<file path="config.mk">
export PLATFORM = sky130hd
export DESIGN_NAME = usbpp_core
export DESIGN_NICKNAME = d
export VERILOG_FILES = /design/src/usbpp_pkg.sv /design/src/usbpp_core.sv /design/src/usbpp_line_codec.sv /design/src/usbpp_ptr_bank.sv
export VERILOG_INCLUDE_DIRS = /design/src /design/src/src
export SDC_FILE = /design/constraint.sdc
export NUM_CORES = 1
export LEC_CHECK = 0
export BUFFER_PORTS_ARGS = -buffer_cell sky130_fd_sc_hd__buf_2
export CELL_PAD_IN_SITES_DETAIL_PLACEMENT = 2
export CELL_PAD_IN_SITES_GLOBAL_PLACEMENT = 2
export CORE_UTILIZATION = 35
export DETAILED_ROUTE_END_ITERATION = 8
export PLACE_DENSITY_LB_ADDON = 0.1
export SYNTH_ARGS = -nofsm -noshare
export SYNTH_HDL_FRONTEND = slang
export SYNTH_HIERARCHICAL = 1
export SYNTH_SLANG_ARGS = --single-unit
</file>
<file path="constraint.sdc">
create_clock -name core_clk -period 2.9 [get_ports core_clk]
set_input_delay 0.87 -clock core_clk [delete_from_list [all_inputs] [get_ports core_clk]]
set_output_delay 0.87 -clock core_clk [all_outputs]
set_load 0.005 [all_outputs]
</file>
<file path="src/usbpp_params.svh">
// constants for the usb line-coding, config and ping-pong pointer block
// assumes one 250 MHz core clock and a plain register port from firmware
`ifndef USBPP_PARAMS_SVH
`define USBPP_PARAMS_SVH
`define USBPP_ADDR_CFG 4'h0
`define USBPP_ADDR_CTL 4'h1
`define USBPP_ADDR_IRQ 4'h2
`define USBPP_ADDR_STAT 4'h3
`define USBPP_ADDR_PTR 4'h4
`define USBPP_ADDR_LINE 4'h5
`define USBPP_ADDR_DESC 4'h6
`define USBPP_CFG_PPMODE_LO 0
`define USBPP_CFG_FULLSPD 2
`define USBPP_CFG_EXTXCVR 3
`define USBPP_CFG_PULLUP 4
`define USBPP_CFG_REGEN 5
`define USBPP_CFG_MONEN 6
`define USBPP_CFG_EYE 7
`define USBPP_CTL_PTRRST 6
`define USBPP_CTL_ENABLE 3
`define USBPP_CTL_SUSPEND 1
`define USBPP_IRQ_ACTV 2
`define USBPP_IRQ_IDLE 4
`define USBPP_STAT_PARITY 1
`define USBPP_WAKE_NS 20
`define USBPP_CLK_NS 4
`define USBPP_WAKE_CYC ((`USBPP_WAKE_NS + `USBPP_CLK_NS - 1) / `USBPP_CLK_NS)
`define USBPP_NUM_EP 16
`endif

</file>
<file path="src/usbpp_pkg.sv">
// types shared by the usb ping-pong block
// assumes the params header is included by each user
package usbpp_pkg;
	typedef enum logic [1:0] {USBPP_PP_NONE, USBPP_PP_EP0OUT, USBPP_PP_ALL, USBPP_PP_RSVD} usbpp_ppmode_t;
	typedef enum logic [1:0] {USBPP_LINE_SE0, USBPP_LINE_LS, USBPP_LINE_FS, USBPP_LINE_ERR} usbpp_line_t;
endpackage

</file>
<file path="src/usbpp_core.sv">
// top of usb config, line coding and ping-pong pointer logic
// assumes a one-cycle strobe register port, read data one cycle later
`timescale 1ns/1ps
`include "usbpp_params.svh"
module usbpp_core
(
	// clock and reset
	input wire logic core_clk,
	input wire logic reset,
	// register port
	input wire logic [3:0] reg_addr,
	input wire logic [7:0] reg_wdata,
	input wire logic reg_wr,
	input wire logic reg_rd,
	output logic [7:0] reg_rdata,
	// engine events
	input wire logic eng_tx_active,
	input wire logic eng_tx_se0,
	input wire logic eng_tx_bit,
	input wire logic eng_done,
	input wire logic [3:0] eng_done_ep,
	input wire logic eng_done_dir_in,
	input wire logic bus_idle_seen,
	input wire logic bus_activity_seen,
	input wire logic pll_locked,
	// transceiver
	input wire logic rx_plus_in,
	input wire logic rx_minus_in,
	output logic tx_plus_out,
	output logic tx_minus_out,
	output logic xcvr_drive_enable_n,
	// analog controls and monitor
	output logic pullup_on,
	output logic regulator_on,
	output logic drive_monitor,
	output logic module_ready
);
	import usbpp_pkg::*;
	logic [7:0] cfg_r;
	logic [7:0] ctl_r;
	logic actv_flag_r;
	logic idle_flag_r;
	logic actv_armed_r;
	logic parity_r;
	logic [3:0] stat_ep_r;
	logic stat_dir_r;
	logic [2:0] wake_cnt_r;
	logic eye_phase_r;
	logic eye_prime_r;
	logic tx_active;
	logic tx_se0;
	logic tx_bit;
	logic [`USBPP_NUM_EP-1:0] ptr_odd;
	usbpp_line_t line_state;
	usbpp_ppmode_t pp_mode;
	logic enable_rise;
	logic ptr_clear;
	logic actv_clear_ok;
	logic wr_cfg;
	logic wr_ctl;
	logic wr_irq;
	logic eye_on;
	logic [5:0] desc_idx;

	assign wr_cfg = reg_wr && reg_addr == `USBPP_ADDR_CFG;
	assign wr_ctl = reg_wr && reg_addr == `USBPP_ADDR_CTL;
	assign wr_irq = reg_wr && reg_addr == `USBPP_ADDR_IRQ;
	assign pp_mode = usbpp_ppmode_t'(cfg_r[`USBPP_CFG_PPMODE_LO +: 2]);
	assign eye_on = cfg_r[`USBPP_CFG_EYE] && ctl_r[`USBPP_CTL_ENABLE];

	////////////////////////////////////////////////////////////////
	// configuration and control registers
	// config reset keeps pull-up and regulator off
	always_ff @(posedge core_clk)
	begin
		if (reset)
			cfg_r <= 8'h00;
		else if (wr_cfg)
			cfg_r <= reg_wdata;
	end

	always_ff @(posedge core_clk)
	begin
		if (reset)
			ctl_r <= 8'h00;
		else if (wr_ctl)
			ctl_r <= reg_wdata;
	end

	assign enable_rise = wr_ctl && reg_wdata[`USBPP_CTL_ENABLE] && !ctl_r[`USBPP_CTL_ENABLE];
	// reset pointers on enable or pointer reset
	assign ptr_clear = enable_rise || ctl_r[`USBPP_CTL_PTRRST];

	////////////////////////////////////////////////////////////////
	// eye pattern generator
	// one prime cycle emulates rx-to-tx switch, then alternates
	always_ff @(posedge core_clk)
	begin
		if (reset || !eye_on)
		begin
			eye_prime_r <= 1'b1;
			eye_phase_r <= 1'b0;
		end
		else
		begin
			eye_prime_r <= 1'b0;
			eye_phase_r <= eye_prime_r ? 1'b0 : ~eye_phase_r;
		end
	end

	// low-speed J and full-speed K are both diff zero, so either pattern opens on diff zero
	assign tx_active = eye_on ? !eye_prime_r : eng_tx_active;
	assign tx_se0 = eye_on ? 1'b0 : eng_tx_se0;
	assign tx_bit = eye_on ? eye_phase_r : eng_tx_bit;

	usbpp_line_codec u_codec
	(
		.core_clk(core_clk),
		.reset(reset),
		.tx_active(tx_active),
		.tx_se0(tx_se0),
		.tx_bit(tx_bit),
		.rx_plus_in(rx_plus_in),
		.rx_minus_in(rx_minus_in),
		.tx_plus_out(tx_plus_out),
		.tx_minus_out(tx_minus_out),
		.xcvr_drive_enable_n(xcvr_drive_enable_n),
		.line_state(line_state)
	);

	usbpp_ptr_bank u_ptrs
	(
		.core_clk(core_clk),
		.reset(reset),
		.clear_all(ptr_clear),
		.pp_mode(pp_mode),
		.done_pulse(eng_done),
		.done_ep(eng_done_ep),
		.done_dir_in(eng_done_dir_in),
		.ptr_odd(ptr_odd)
	);

	////////////////////////////////////////////////////////////////
	// transfer status
	// parity of the descriptor just used
	always_ff @(posedge core_clk)
	begin
		if (reset)
		begin
			parity_r <= 1'b0;
			stat_ep_r <= 4'h0;
			stat_dir_r <= 1'b0;
		end
		else if (eng_done)
		begin
			parity_r <= ptr_odd[eng_done_ep];
			stat_ep_r <= eng_done_ep;
			stat_dir_r <= eng_done_dir_in;
		end
	end

	////////////////////////////////////////////////////////////////
	// descriptor table position of the last transaction
	// fixed descriptor slot
	// unused endpoints keep their slots, so the table has gaps
	always_comb
	begin
		desc_idx = {1'b0, stat_ep_r, stat_dir_r};
		case (pp_mode)
			USBPP_PP_ALL: desc_idx = {stat_ep_r, stat_dir_r, parity_r};
			USBPP_PP_EP0OUT:
			begin
				if (stat_ep_r == 4'h0 && !stat_dir_r)
					desc_idx = {5'h00, parity_r};
				else
					desc_idx = {1'b0, stat_ep_r, stat_dir_r} + 6'h01;
			end
			default: desc_idx = {1'b0, stat_ep_r, stat_dir_r};
		endcase
	end

	////////////////////////////////////////////////////////////////
	// wake synchroniser window
	// clear ignored while suspended, waiting for pll, or settling
	always_ff @(posedge core_clk)
	begin
		if (reset)
			wake_cnt_r <= 3'h0;
		else if (ctl_r[`USBPP_CTL_SUSPEND] || !pll_locked)
			wake_cnt_r <= 3'(`USBPP_WAKE_CYC);
		else if (wake_cnt_r != 3'h0)
			wake_cnt_r <= wake_cnt_r - 3'h1;
	end

	assign actv_clear_ok = wake_cnt_r == 3'h0 && !ctl_r[`USBPP_CTL_SUSPEND];

	////////////////////////////////////////////////////////////////
	// bus activity and idle flags
	// arm once per idle, fire once per resume
	always_ff @(posedge core_clk)
	begin
		if (reset)
			actv_armed_r <= 1'b0;
		else if (bus_idle_seen)
			actv_armed_r <= 1'b1;
		else if (bus_activity_seen)
			actv_armed_r <= 1'b0;
	end

	// set wins over clear; clear only when settled
	always_ff @(posedge core_clk)
	begin
		if (reset)
			actv_flag_r <= 1'b0;
		else if (bus_activity_seen && actv_armed_r && !bus_idle_seen)
			actv_flag_r <= 1'b1;
		else if (wr_irq && !reg_wdata[`USBPP_IRQ_ACTV] && actv_clear_ok)
			actv_flag_r <= 1'b0;
	end

	// idle flag sticky until written zero
	always_ff @(posedge core_clk)
	begin
		if (reset)
			idle_flag_r <= 1'b0;
		else if (bus_idle_seen)
			idle_flag_r <= 1'b1;
		else if (wr_irq && !reg_wdata[`USBPP_IRQ_IDLE])
			idle_flag_r <= 1'b0;
	end

	////////////////////////////////////////////////////////////////
	// outputs and monitor
	// registered pin controls
	always_ff @(posedge core_clk)
	begin
		if (reset)
		begin
			pullup_on <= 1'b0;
			regulator_on <= 1'b0;
			drive_monitor <= 1'b0;
			module_ready <= 1'b0;
		end
		else
		begin
			pullup_on <= cfg_r[`USBPP_CFG_PULLUP];
			regulator_on <= cfg_r[`USBPP_CFG_REGEN];
			drive_monitor <= (cfg_r[`USBPP_CFG_EXTXCVR] || cfg_r[`USBPP_CFG_MONEN]) && tx_active;
			module_ready <= ctl_r[`USBPP_CTL_ENABLE] && actv_clear_ok;
		end
	end

	////////////////////////////////////////////////////////////////
	// register read port
	always_ff @(posedge core_clk)
	begin
		if (reset)
			reg_rdata <= 8'h00;
		else if (reg_rd)
		begin
			case (reg_addr)
				`USBPP_ADDR_CFG: reg_rdata <= cfg_r;
				`USBPP_ADDR_CTL: reg_rdata <= ctl_r;
				`USBPP_ADDR_IRQ: reg_rdata <= 8'({idle_flag_r, 1'b0, actv_flag_r, 2'b00});
				`USBPP_ADDR_STAT: reg_rdata <= {1'b0, stat_ep_r, stat_dir_r, parity_r, 1'b0};
				`USBPP_ADDR_PTR: reg_rdata <= ptr_odd[7:0];
				`USBPP_ADDR_LINE: reg_rdata <= {6'h00, line_state};
				`USBPP_ADDR_DESC: reg_rdata <= {2'b00, desc_idx};
				default: reg_rdata <= 8'h00;
			endcase
		end
		else
			reg_rdata <= 8'h00;
	end

	a_actv_once: assert property (@(posedge core_clk) disable iff (reset)
		(!actv_armed_r && !actv_flag_r && !bus_idle_seen) |=> !actv_flag_r)
		else $error("activity flag set without new idle");
	a_actv_hold_susp: assert property (@(posedge core_clk) disable iff (reset)
		(actv_flag_r && ctl_r[`USBPP_CTL_SUSPEND]) |=> actv_flag_r)
		else $error("activity flag cleared while suspended");
	a_idle_sticky: assert property (@(posedge core_clk) disable iff (reset)
		(idle_flag_r && !wr_irq) |=> idle_flag_r)
		else $error("idle flag dropped without write");
	a_pullup_follow: assert property (@(posedge core_clk) disable iff (reset)
		wr_cfg |=> ##1 pullup_on == $past(reg_wdata[`USBPP_CFG_PULLUP], 2))
		else $error("pull-up output not following config");
	a_eye_drives: assert property (@(posedge core_clk) disable iff (reset)
		(eye_on && !eye_prime_r) |=> (!xcvr_drive_enable_n && tx_plus_out != tx_minus_out))
		else $error("eye test not driving differential");
	a_parity_record: assert property (@(posedge core_clk) disable iff (reset)
		eng_done |=> parity_r == $past(ptr_odd[eng_done_ep]))
		else $error("parity bit not the pointer of the used descriptor");
	a_wake_block: assert property (@(posedge core_clk) disable iff (reset)
		(actv_flag_r && wake_cnt_r != 3'h0) |=> actv_flag_r)
		else $error("activity flag cleared inside wake window");
	a_monitor_drive: assert property (@(posedge core_clk) disable iff (reset)
		drive_monitor |-> !xcvr_drive_enable_n)
		else $error("drive monitor high while not driving");
	a_regulator_follow: assert property (@(posedge core_clk) disable iff (reset)
		wr_cfg |=> ##1 regulator_on == $past(reg_wdata[`USBPP_CFG_REGEN], 2))
		else $error("regulator output not following config");
endmodule // usbpp_core

</file>
<file path="src/usbpp_line_codec.sv">
// line coding to and from the external transceiver
// assumes transceiver pins are synchronous to core_clk
`timescale 1ns/1ps
`include "usbpp_params.svh"
module usbpp_line_codec
(
	// clock and reset
	input wire logic core_clk,
	input wire logic reset,
	// engine side
	input wire logic tx_active,
	input wire logic tx_se0,
	input wire logic tx_bit,
	// transceiver receive pair
	input wire logic rx_plus_in,
	input wire logic rx_minus_in,
	// transceiver drive
	output logic tx_plus_out,
	output logic tx_minus_out,
	output logic xcvr_drive_enable_n,
	output usbpp_pkg::usbpp_line_t line_state
);
	import usbpp_pkg::*;
	always_ff @(posedge core_clk)
	begin
		if (reset || !tx_active || tx_se0)
		begin
			tx_plus_out <= 1'b0;
			tx_minus_out <= 1'b0;
		end
		else
		begin
			tx_plus_out <= tx_bit;
			tx_minus_out <= ~tx_bit;
		end
	end
	always_ff @(posedge core_clk)
	begin
		if (reset)
			xcvr_drive_enable_n <= 1'b1;
		else
			xcvr_drive_enable_n <= ~tx_active;
	end
	always_ff @(posedge core_clk)
	begin
		if (reset)
			line_state <= USBPP_LINE_SE0;
		else
			line_state <= usbpp_line_t'({rx_plus_in, rx_minus_in});
	end
	a_no_illegal_pair: assert property (@(posedge core_clk) disable iff (reset) !(tx_plus_out && tx_minus_out))
		else $error("drive pair shows illegal 11");
	a_enable_follows_tx: assert property (@(posedge core_clk) disable iff (reset) tx_active |=> !xcvr_drive_enable_n)
		else $error("drive enable not low while transmitting");
	a_rx_decode: assert property (@(posedge core_clk) disable iff (reset) 1'b1 |=> line_state == usbpp_line_t'({$past(rx_plus_in), $past(rx_minus_in)}))
		else $error("receive decode wrong");
endmodule // usbpp_line_codec

</file>
<file path="src/usbpp_ptr_bank.sv">
// per-endpoint even/odd ping-pong pointers
// assumes completions arrive as one-cycle pulses
`timescale 1ns/1ps
`include "usbpp_params.svh"
module usbpp_ptr_bank
(
	// clock and reset
	input wire logic core_clk,
	input wire logic reset,
	// control
	input wire logic clear_all,
	input wire usbpp_pkg::usbpp_ppmode_t pp_mode,
	// completion
	input wire logic done_pulse,
	input wire logic [3:0] done_ep,
	input wire logic done_dir_in,
	// pointers
	output logic [`USBPP_NUM_EP-1:0] ptr_odd
);
	import usbpp_pkg::*;
	genvar g;
	generate
		for (g = 0; g < `USBPP_NUM_EP; g++)
		begin : g_ep
			logic pingpong_en;
			assign pingpong_en = (pp_mode == USBPP_PP_ALL) ||
				(pp_mode == USBPP_PP_EP0OUT && g == 0 && !done_dir_in);
			always_ff @(posedge core_clk)
			begin
				if (reset || clear_all)
					ptr_odd[g] <= 1'b0;
				else if (done_pulse && done_ep == 4'(g) && pingpong_en)
					ptr_odd[g] <= ~ptr_odd[g];
			end
		end
	endgenerate
	a_clear_to_even: assert property (@(posedge core_clk) disable iff (reset) clear_all |=> ptr_odd == '0)
		else $error("pointers not even after clear");
	a_ptr_toggle: assert property (@(posedge core_clk) disable iff (reset)
		(done_pulse && !clear_all && pp_mode == USBPP_PP_ALL) |=> ptr_odd[$past(done_ep)] != $past(ptr_odd[done_ep]))
		else $error("pointer did not toggle");
endmodule // usbpp_ptr_bank

</file>
==> results.sh, run 1 <==
export IMPL_grt_pass1_wl_microns=15500
export IMPL_run_status="finished clean"
export IMPL_peakVddDrop_uv=172
export IMPL_dieArea_sq_um=9400
export IMPL_p_leak_nw=1.41
export IMPL_wirelength_microns=9370
export IMPL_fmax_ghz=0.482
export IMPL_hold_end="eye_phase_r$_SDFF_PP0_"
export IMPL_ant_nets=0
export IMPL_avgRoutedWirePerCell_microns=18.8
export IMPL_final_hold_viol_count=0
export IMPL_yosysSeqAreaShare_pct=40.0
export IMPL_crit_type="in2reg"
export IMPL_crit_path_end_kind="flip-flop"
export IMPL_htreeDepth=3
export IMPL_maxCapViolations=0
export IMPL_drtIter0Drc=76
export IMPL_p_int_mw=1.28
export IMPL_yosysWarnings=6
export IMPL_rrSetupSlack_ns=1.25
export IMPL_die_w_microns=96.9
export IMPL_ys_ff_latch=63
export IMPL_ioPinCount=45
export IMPL_grt_usage_pct=21.0
export IMPL_slew_headroom_pct=56.7
export IMPL_cp_required_ns=3.13
export IMPL_viasPerCell=5.53
export IMPL_pwr_share_comb_pct=10.0
export IMPL_grt_setup_unrepaired="no"
export IMPL_io_buffers=44
export IMPL_switching_share_pct=27.4
export IMPL_synth_cell_types=57
export IMPL_avgSynthCellArea_sq_um=9.12
export IMPL_setup_viol=0
export IMPL_reg2reg_from="stat_ep_r[0]$_SDFFE_PP0P_"
export IMPL_num_fill_cells=1009
export IMPL_hold_path_class="reg2reg"
export IMPL_arrival_ns=2.30
export IMPL_r2r_end="reg_rdata[2]$_SDFF_PP0_"
export IMPL_insertion_delay_ns=0.35
export IMPL_gp_congestion=0.834
export IMPL_reg2regPathDepth=5
export IMPL_diodes=0
export IMPL_clk_pin_slew_ns=0.08
export IMPL_tightest_slew_ns=0.633
export IMPL_slew_viol_final=0
export IMPL_skew_ns=0.00907
export IMPL_switchingPower_mw=0.482
export IMPL_grt_start_max_net_pins=38
export IMPL_syn_cell_area_sq_um=3150
export IMPL_post_cts_buffers=0
export IMPL_power_mw=1.76
export IMPL_drive_gt1_share_pct=20.3
export IMPL_synthCells=346
export IMPL_gr_total_overflow=0
export IMPL_cts_buffers=9
export IMPL_ys_flop_type="dfxtp_1"
export IMPL_area_growth_synth_to_final_pct=14.4
export IMPL_powerDensity_nw_per_um2=487
export IMPL_hold_path_depth=1
export IMPL_syn_nets=382
export IMPL_clockRootBuffer="clkbuf_8"
export IMPL_pwr_share_clk_pct=38.6
export IMPL_drc_errors=0
export IMPL_cts_repair_resized=0
export IMPL_crit_fanout=17
export IMPL_clockBufferDepth=2
export IMPL_holdWs_ns=0.414
export IMPL_fin_crit_ns=2.08
export IMPL_hpwl_microns=6910
export IMPL_worst_hold_startpoint="eye_prime_r$_DFF_P_"
export IMPL_cts_sinks=63
export IMPL_synth_edf_count=0
export IMPL_p_seq_share_pct=51.5
export IMPL_start_kind="primary input"
export IMPL_core_sq_um=8720
export IMPL_cts_hold_buf=0
export IMPL_place_area_sq_um=3440
export IMPL_layout_worst_path_cycle_share_pct=71.6
export IMPL_synthArstFlopShare_pct=0
export IMPL_fin_setup_tns_ns=0
export IMPL_vias=2748
export IMPL_fin_area_sq_um=3610
export IMPL_cts_tree="done"
export IMPL_final_nets=421
export IMPL_first_pass_iters=4
export IMPL_die_h_microns=96.9
export IMPL_start_util_pct=36.2
export IMPL_antenna_found_initial=0
export IMPL_rows=34
export IMPL_grt_pass1_vias=2924
## synthesized netlist by cell type (3+ instances only)
cell | instances | area share [%]
nor2b_1 | 9 | 1.8
nor2_1 | 33 | 3.9
o21a_1 | 3 | 0.71
a21boi_1 | 4 | 0.95
a211oi_1 | 3 | 0.71
o21ai_0 | 7 | 1.1
ha_1 | 6 | 2.4
a31oi_1 | 4 | 0.79
a21oi_1 | 13 | 2.1
nand2b_1 | 10 | 2.0
o211ai_1 | 6 | 1.4
inv_1 | 12 | 1.4
or4_1 | 12 | 2.9
nor4_1 | 4 | 0.79
buf_2 | 4 | 0.63
mux2i_1 | 28 | 8.9
o31ai_1 | 13 | 3.1
nor3_1 | 5 | 0.79
nand3_1 | 14 | 2.2
a21boi_0 | 8 | 1.9
nand2_1 | 19 | 2.3
clkbuf_1 | 11 | 1.3
dfxtp_1 | 63 | 40
o31a_1 | 3 | 0.83
mux2_2 | 6 | 2.1
a22oi_1 | 7 | 1.7
## routing by layer
layer	routed length, microns	vias to the layer above	track usage (%)
met4	175	0	8.27
li1	-	1352	-
met5	0	-	0
met3	226	14	3.25
met2	4390	39	34.8
met1	4580	1343	27.3
## kinds of logic after synthesis
logic type      count (synthesis)  share of synthesized area (%)
mux                            36                           12.5
fa+ha+maj                       6                           2.38
compound gates                 82                           18.4
simple gates                  125                           21.7
flops                          63                           40.0
xor+xnor                        2                          0.555
buf+inv                        32                           4.48
## critical path: stages
cell	delay [ns]
buf_2	0.20
nor3_1	0.40
and3_1	0.25
a31o_2	0.18
nor2_1	0.05
buf_4	0.20
a21boi_1	0.15
## stage by stage
stage	std cells	worst slack [ns]	utilization (%)
floorplan	346	0.379	-
global placement	482	0.430	39.5
detailed placement	482	0.456	39.5
CTS	497	0.811	41.4
global route	497	0.718	41.4
finish	497	0.825	41.4
## power groups by stage
stage	clock (mW)	combinational, mW	sequential [mW]
floorplan	0	0.118	0.913
global placement	0	0.170	0.924
detailed placement	0	0.176	0.925
CTS	0.701	0.178	0.905
global route	0.721	0.197	0.907
finish	0.678	0.176	0.904
## sequential cells by signal, summed over array words and instances, names as in the netlist, 2 cells and up
name	count
wake_cnt_r	3
cfg_r	8
ctl_r	8
stat_ep_r	4
reg_rdata	8
u_ptrs/ptr_odd	16
u_codec/line_state	2
## layout make-up
class                   count  area [sq um]  area share (%)
clock buffers              11           141            3.92
repair buffers             48           250            6.94
well taps                 108           135            3.75
multi-input cells         251          1750            48.6
flip-flops and latches     63          1260            35.0
clock inverters             4          22.5           0.624
inverters                  12          45.0            1.25
## worst max path at each step
stage / depth (start not counted) / end / startpoint
final: 7 / u_ptrs/ptr_odd[2]$_SDFFE_PP0P_ / reg_addr[1]
after global routing: 7 / u_ptrs/ptr_odd[15]$_SDFFE_PP0P_ / reg_addr[1]
after CTS: 8 / u_ptrs/ptr_odd[0]$_SDFFE_PP0P_ / reg_addr[1]
after detailed placement: 8 / u_ptrs/ptr_odd[0]$_SDFFE_PP0P_ / reg_addr[1]
after global placement: 7 / u_ptrs/ptr_odd[3]$_SDFFE_PP0P_ / reg_addr[1]
after floorplan: 8 / u_ptrs/ptr_odd[11]$_SDFFE_PP0P_ / reg_addr[3]
## placed cells by master (no fill, tap or decap), types with 6 or more instances in the layout
cell      Yosys  layout
nand3_1      14      14
nand2_1      19      19
nor2b_1       9       9
o21ai_0       7       7
clkbuf_8      0      10
o31ai_1      13      13
mux2i_1      28      28
nor2_1       33      33
or4_1        12      12
dfxtp_1      63      63
nand2b_1     10      10
ha_1          6       6
buf_2         4      44
o211ai_1      6       6
a22oi_1       7       7
mux2_2        6       6
a21boi_0      8       8
inv_1        12      12
a21oi_1      13      13
Power figures use the tool's default switching activity.
==> run 2: changes to the inputs <==
Clock period 2.9 ns to 2.15 ns, I/O delays scaled along.
==> results.sh, run 2 (synthesis gave the netlist of run 1 again) <==
export IMPL_run_status="finished clean"
export IMPL_grt_pass1_vias=3119
export IMPL_wirelength_microns=10100
export IMPL_clk_pin_slew_ns=0.08
export IMPL_htreeDepth=3
export IMPL_cts_sinks=63
export IMPL_cts_hold_buf=0
export IMPL_final_hold_viol_count=0
export IMPL_die_w_microns=96.9
export IMPL_rows=34
export IMPL_cp_required_ns=2.40
export IMPL_cts_repair_resized=0
export IMPL_hold_end="eye_phase_r$_SDFF_PP0_"
export IMPL_fin_crit_ns=1.74
export IMPL_final_nets=435
export IMPL_drc_errors=0
export IMPL_layout_worst_path_cycle_share_pct=81.0
export IMPL_hpwl_microns=7510
export IMPL_peakVddDrop_uv=231
export IMPL_cts_tree="done"
export IMPL_clockBufferDepth=2
export IMPL_p_leak_nw=1.50
export IMPL_clockRootBuffer="clkbuf_8"
export IMPL_grt_setup_unrepaired="no"
export IMPL_first_pass_iters=4
export IMPL_arrival_ns=1.99
export IMPL_r2r_end="u_ptrs/ptr_odd[7]$_SDFFE_PP0P_"
export IMPL_fin_setup_tns_ns=0
export IMPL_viasPerCell=5.59
export IMPL_vias=2861
export IMPL_maxCapViolations=0
export IMPL_crit_type="reg2reg"
export IMPL_start_kind="flip-flop"
export IMPL_fmax_ghz=0.574
export IMPL_grt_pass1_wl_microns=16300
export IMPL_crit_fanout=24
export IMPL_post_cts_buffers=0
export IMPL_grt_usage_pct=22.5
export IMPL_top_register="u_ptrs/ptr_odd"
export IMPL_skew_ns=0.0122
export IMPL_antenna_found_initial=0
export IMPL_cts_buffers=9
export IMPL_place_ws_ns=0.0340
export IMPL_diodes=0
export IMPL_gr_total_overflow=0
export IMPL_area_growth_synth_to_final_pct=19.6
export IMPL_avgRoutedWirePerCell_microns=19.6
export IMPL_slew_headroom_pct=51.2
export IMPL_start_util_pct=36.2
export IMPL_die_h_microns=96.9
export IMPL_hold_path_depth=1
export IMPL_tightest_slew_ns=0.714
export IMPL_hold_path_class="reg2reg"
export IMPL_core_sq_um=8720
export IMPL_powerDensity_nw_per_um2=680
export IMPL_reg2reg_from="cfg_r[1]$_SDFFE_PP0P_"
export IMPL_grt_start_max_net_pins=30
export IMPL_ant_nets=0
export IMPL_slew_viol_final=0
export IMPL_reg2regPathDepth=4
export IMPL_setup_viol=0
export IMPL_crit_path_end_kind="flip-flop"
export IMPL_insertion_delay_ns=0.35
export IMPL_io_buffers=44
export IMPL_rrSetupSlack_ns=0.41
export IMPL_worst_hold_startpoint="eye_phase_r$_SDFF_PP0_"
export IMPL_dieArea_sq_um=9400
export IMPL_drtIter0Drc=92
export IMPL_layout_setup_ws_ns=0.408
export IMPL_mostFrequentLayoutCell="dfxtp_1"
export IMPL_gp_congestion=0.818
export IMPL_final_cell_mix="dfxtp_1 (63), buf_2 (44), nor2_1 (32)"
export IMPL_ioPinCount=45
export IMPL_drive_gt1_share_pct=23.8
export IMPL_num_fill_cells=958
export IMPL_largest_reg_flops=16
-- run 2: cell types whose count changed in the layout (fill, tap and decap cells not counted) --
cell        delta
bufinv_16      +1
buf_4         +13
clkinv_2       -3
clkbuf_1       -1
clkinvlp_4     +2
buf_12         +1
clkinv_4       +2
nor2_1         -1
nor2_2         +1
-- run 2: cell type report --
type                       count  area (sq um)  area share (%)
timing repair buffer          62           368            9.75
sequential                    63          1260            33.4
inverter                      12          45.0            1.19
clock buffer                  10           138            3.65
multi-input combinational    251          1750            46.5
tap                          108           135            3.58
clock inverter                 6          70.1            1.86
-- run 2: where the power goes --
part / leakage, nW / switching [mW] / total [mW] / internal, mW
clock: 0.0947 / 0.511 / 1.08 / 0.570
sequential: 0.511 / 0.0259 / 1.22 / 1.19
combinational: 0.889 / 0.154 / 0.265 / 0.111
total: 1.50 / 0.692 / 2.56 / 1.87
-- run 2: how the worst max path moves through the flow --
stage | startpoint | endpoint | cells past startpoint | slack, ns
3_3_place_gp | reg_addr[0] | reg_rdata[3]$_SDFF_PP0_ | 7 | 0.11
2_1_floorplan | reg_addr[1] | u_ptrs/ptr_odd[11]$_SDFFE_PP0P_ | 8 | 0.002
4_1_cts | reg_addr[0] | reg_rdata[3]$_SDFF_PP0_ | 7 | 0.40
3_5_place_dp | reg_addr[0] | reg_rdata[3]$_SDFF_PP0_ | 7 | 0.03
5_1_grt | cfg_r[0]$_SDFFE_PP0P_ | reg_rdata[3]$_SDFF_PP0_ | 6 | 0.31
6_report | cfg_r[1]$_SDFFE_PP0P_ | u_ptrs/ptr_odd[7]$_SDFFE_PP0P_ | 4 | 0.41
-- run 2: metrics by stage --
step	cells	hold slack (ns)	util (%)	total power, mW	instance area, sq um
after floorplan	346	0.393	-	1.39	3160
after global placement	496	0.408	40.9	1.50	3560
after detailed placement	496	0.417	40.9	1.51	3560
after CTS	512	0.429	43.2	2.60	3770
after global routing	512	0.438	43.2	2.68	3770
final	512	0.430	43.2	2.56	3770
-- run 2: metal layers --
metal | vias to the layer above | track usage, % | part of all wire [%]
li1 | 1376 | - | -
met1 | 1421 | 26.8 | 44
met2 | 50 | 40.2 | 52
met3 | 14 | 3.61 | 2.4
met4 | 0 | 8.38 | 1.7
met5 | - | 0 | 0
-- run 2: critical path, stage by stage, from the launching register on --
cell	delay, ns
dfxtp_1	0.52
nand3b_1	0.13
buf_4	0.23
or4_1	0.51
a21boi_0	0.24
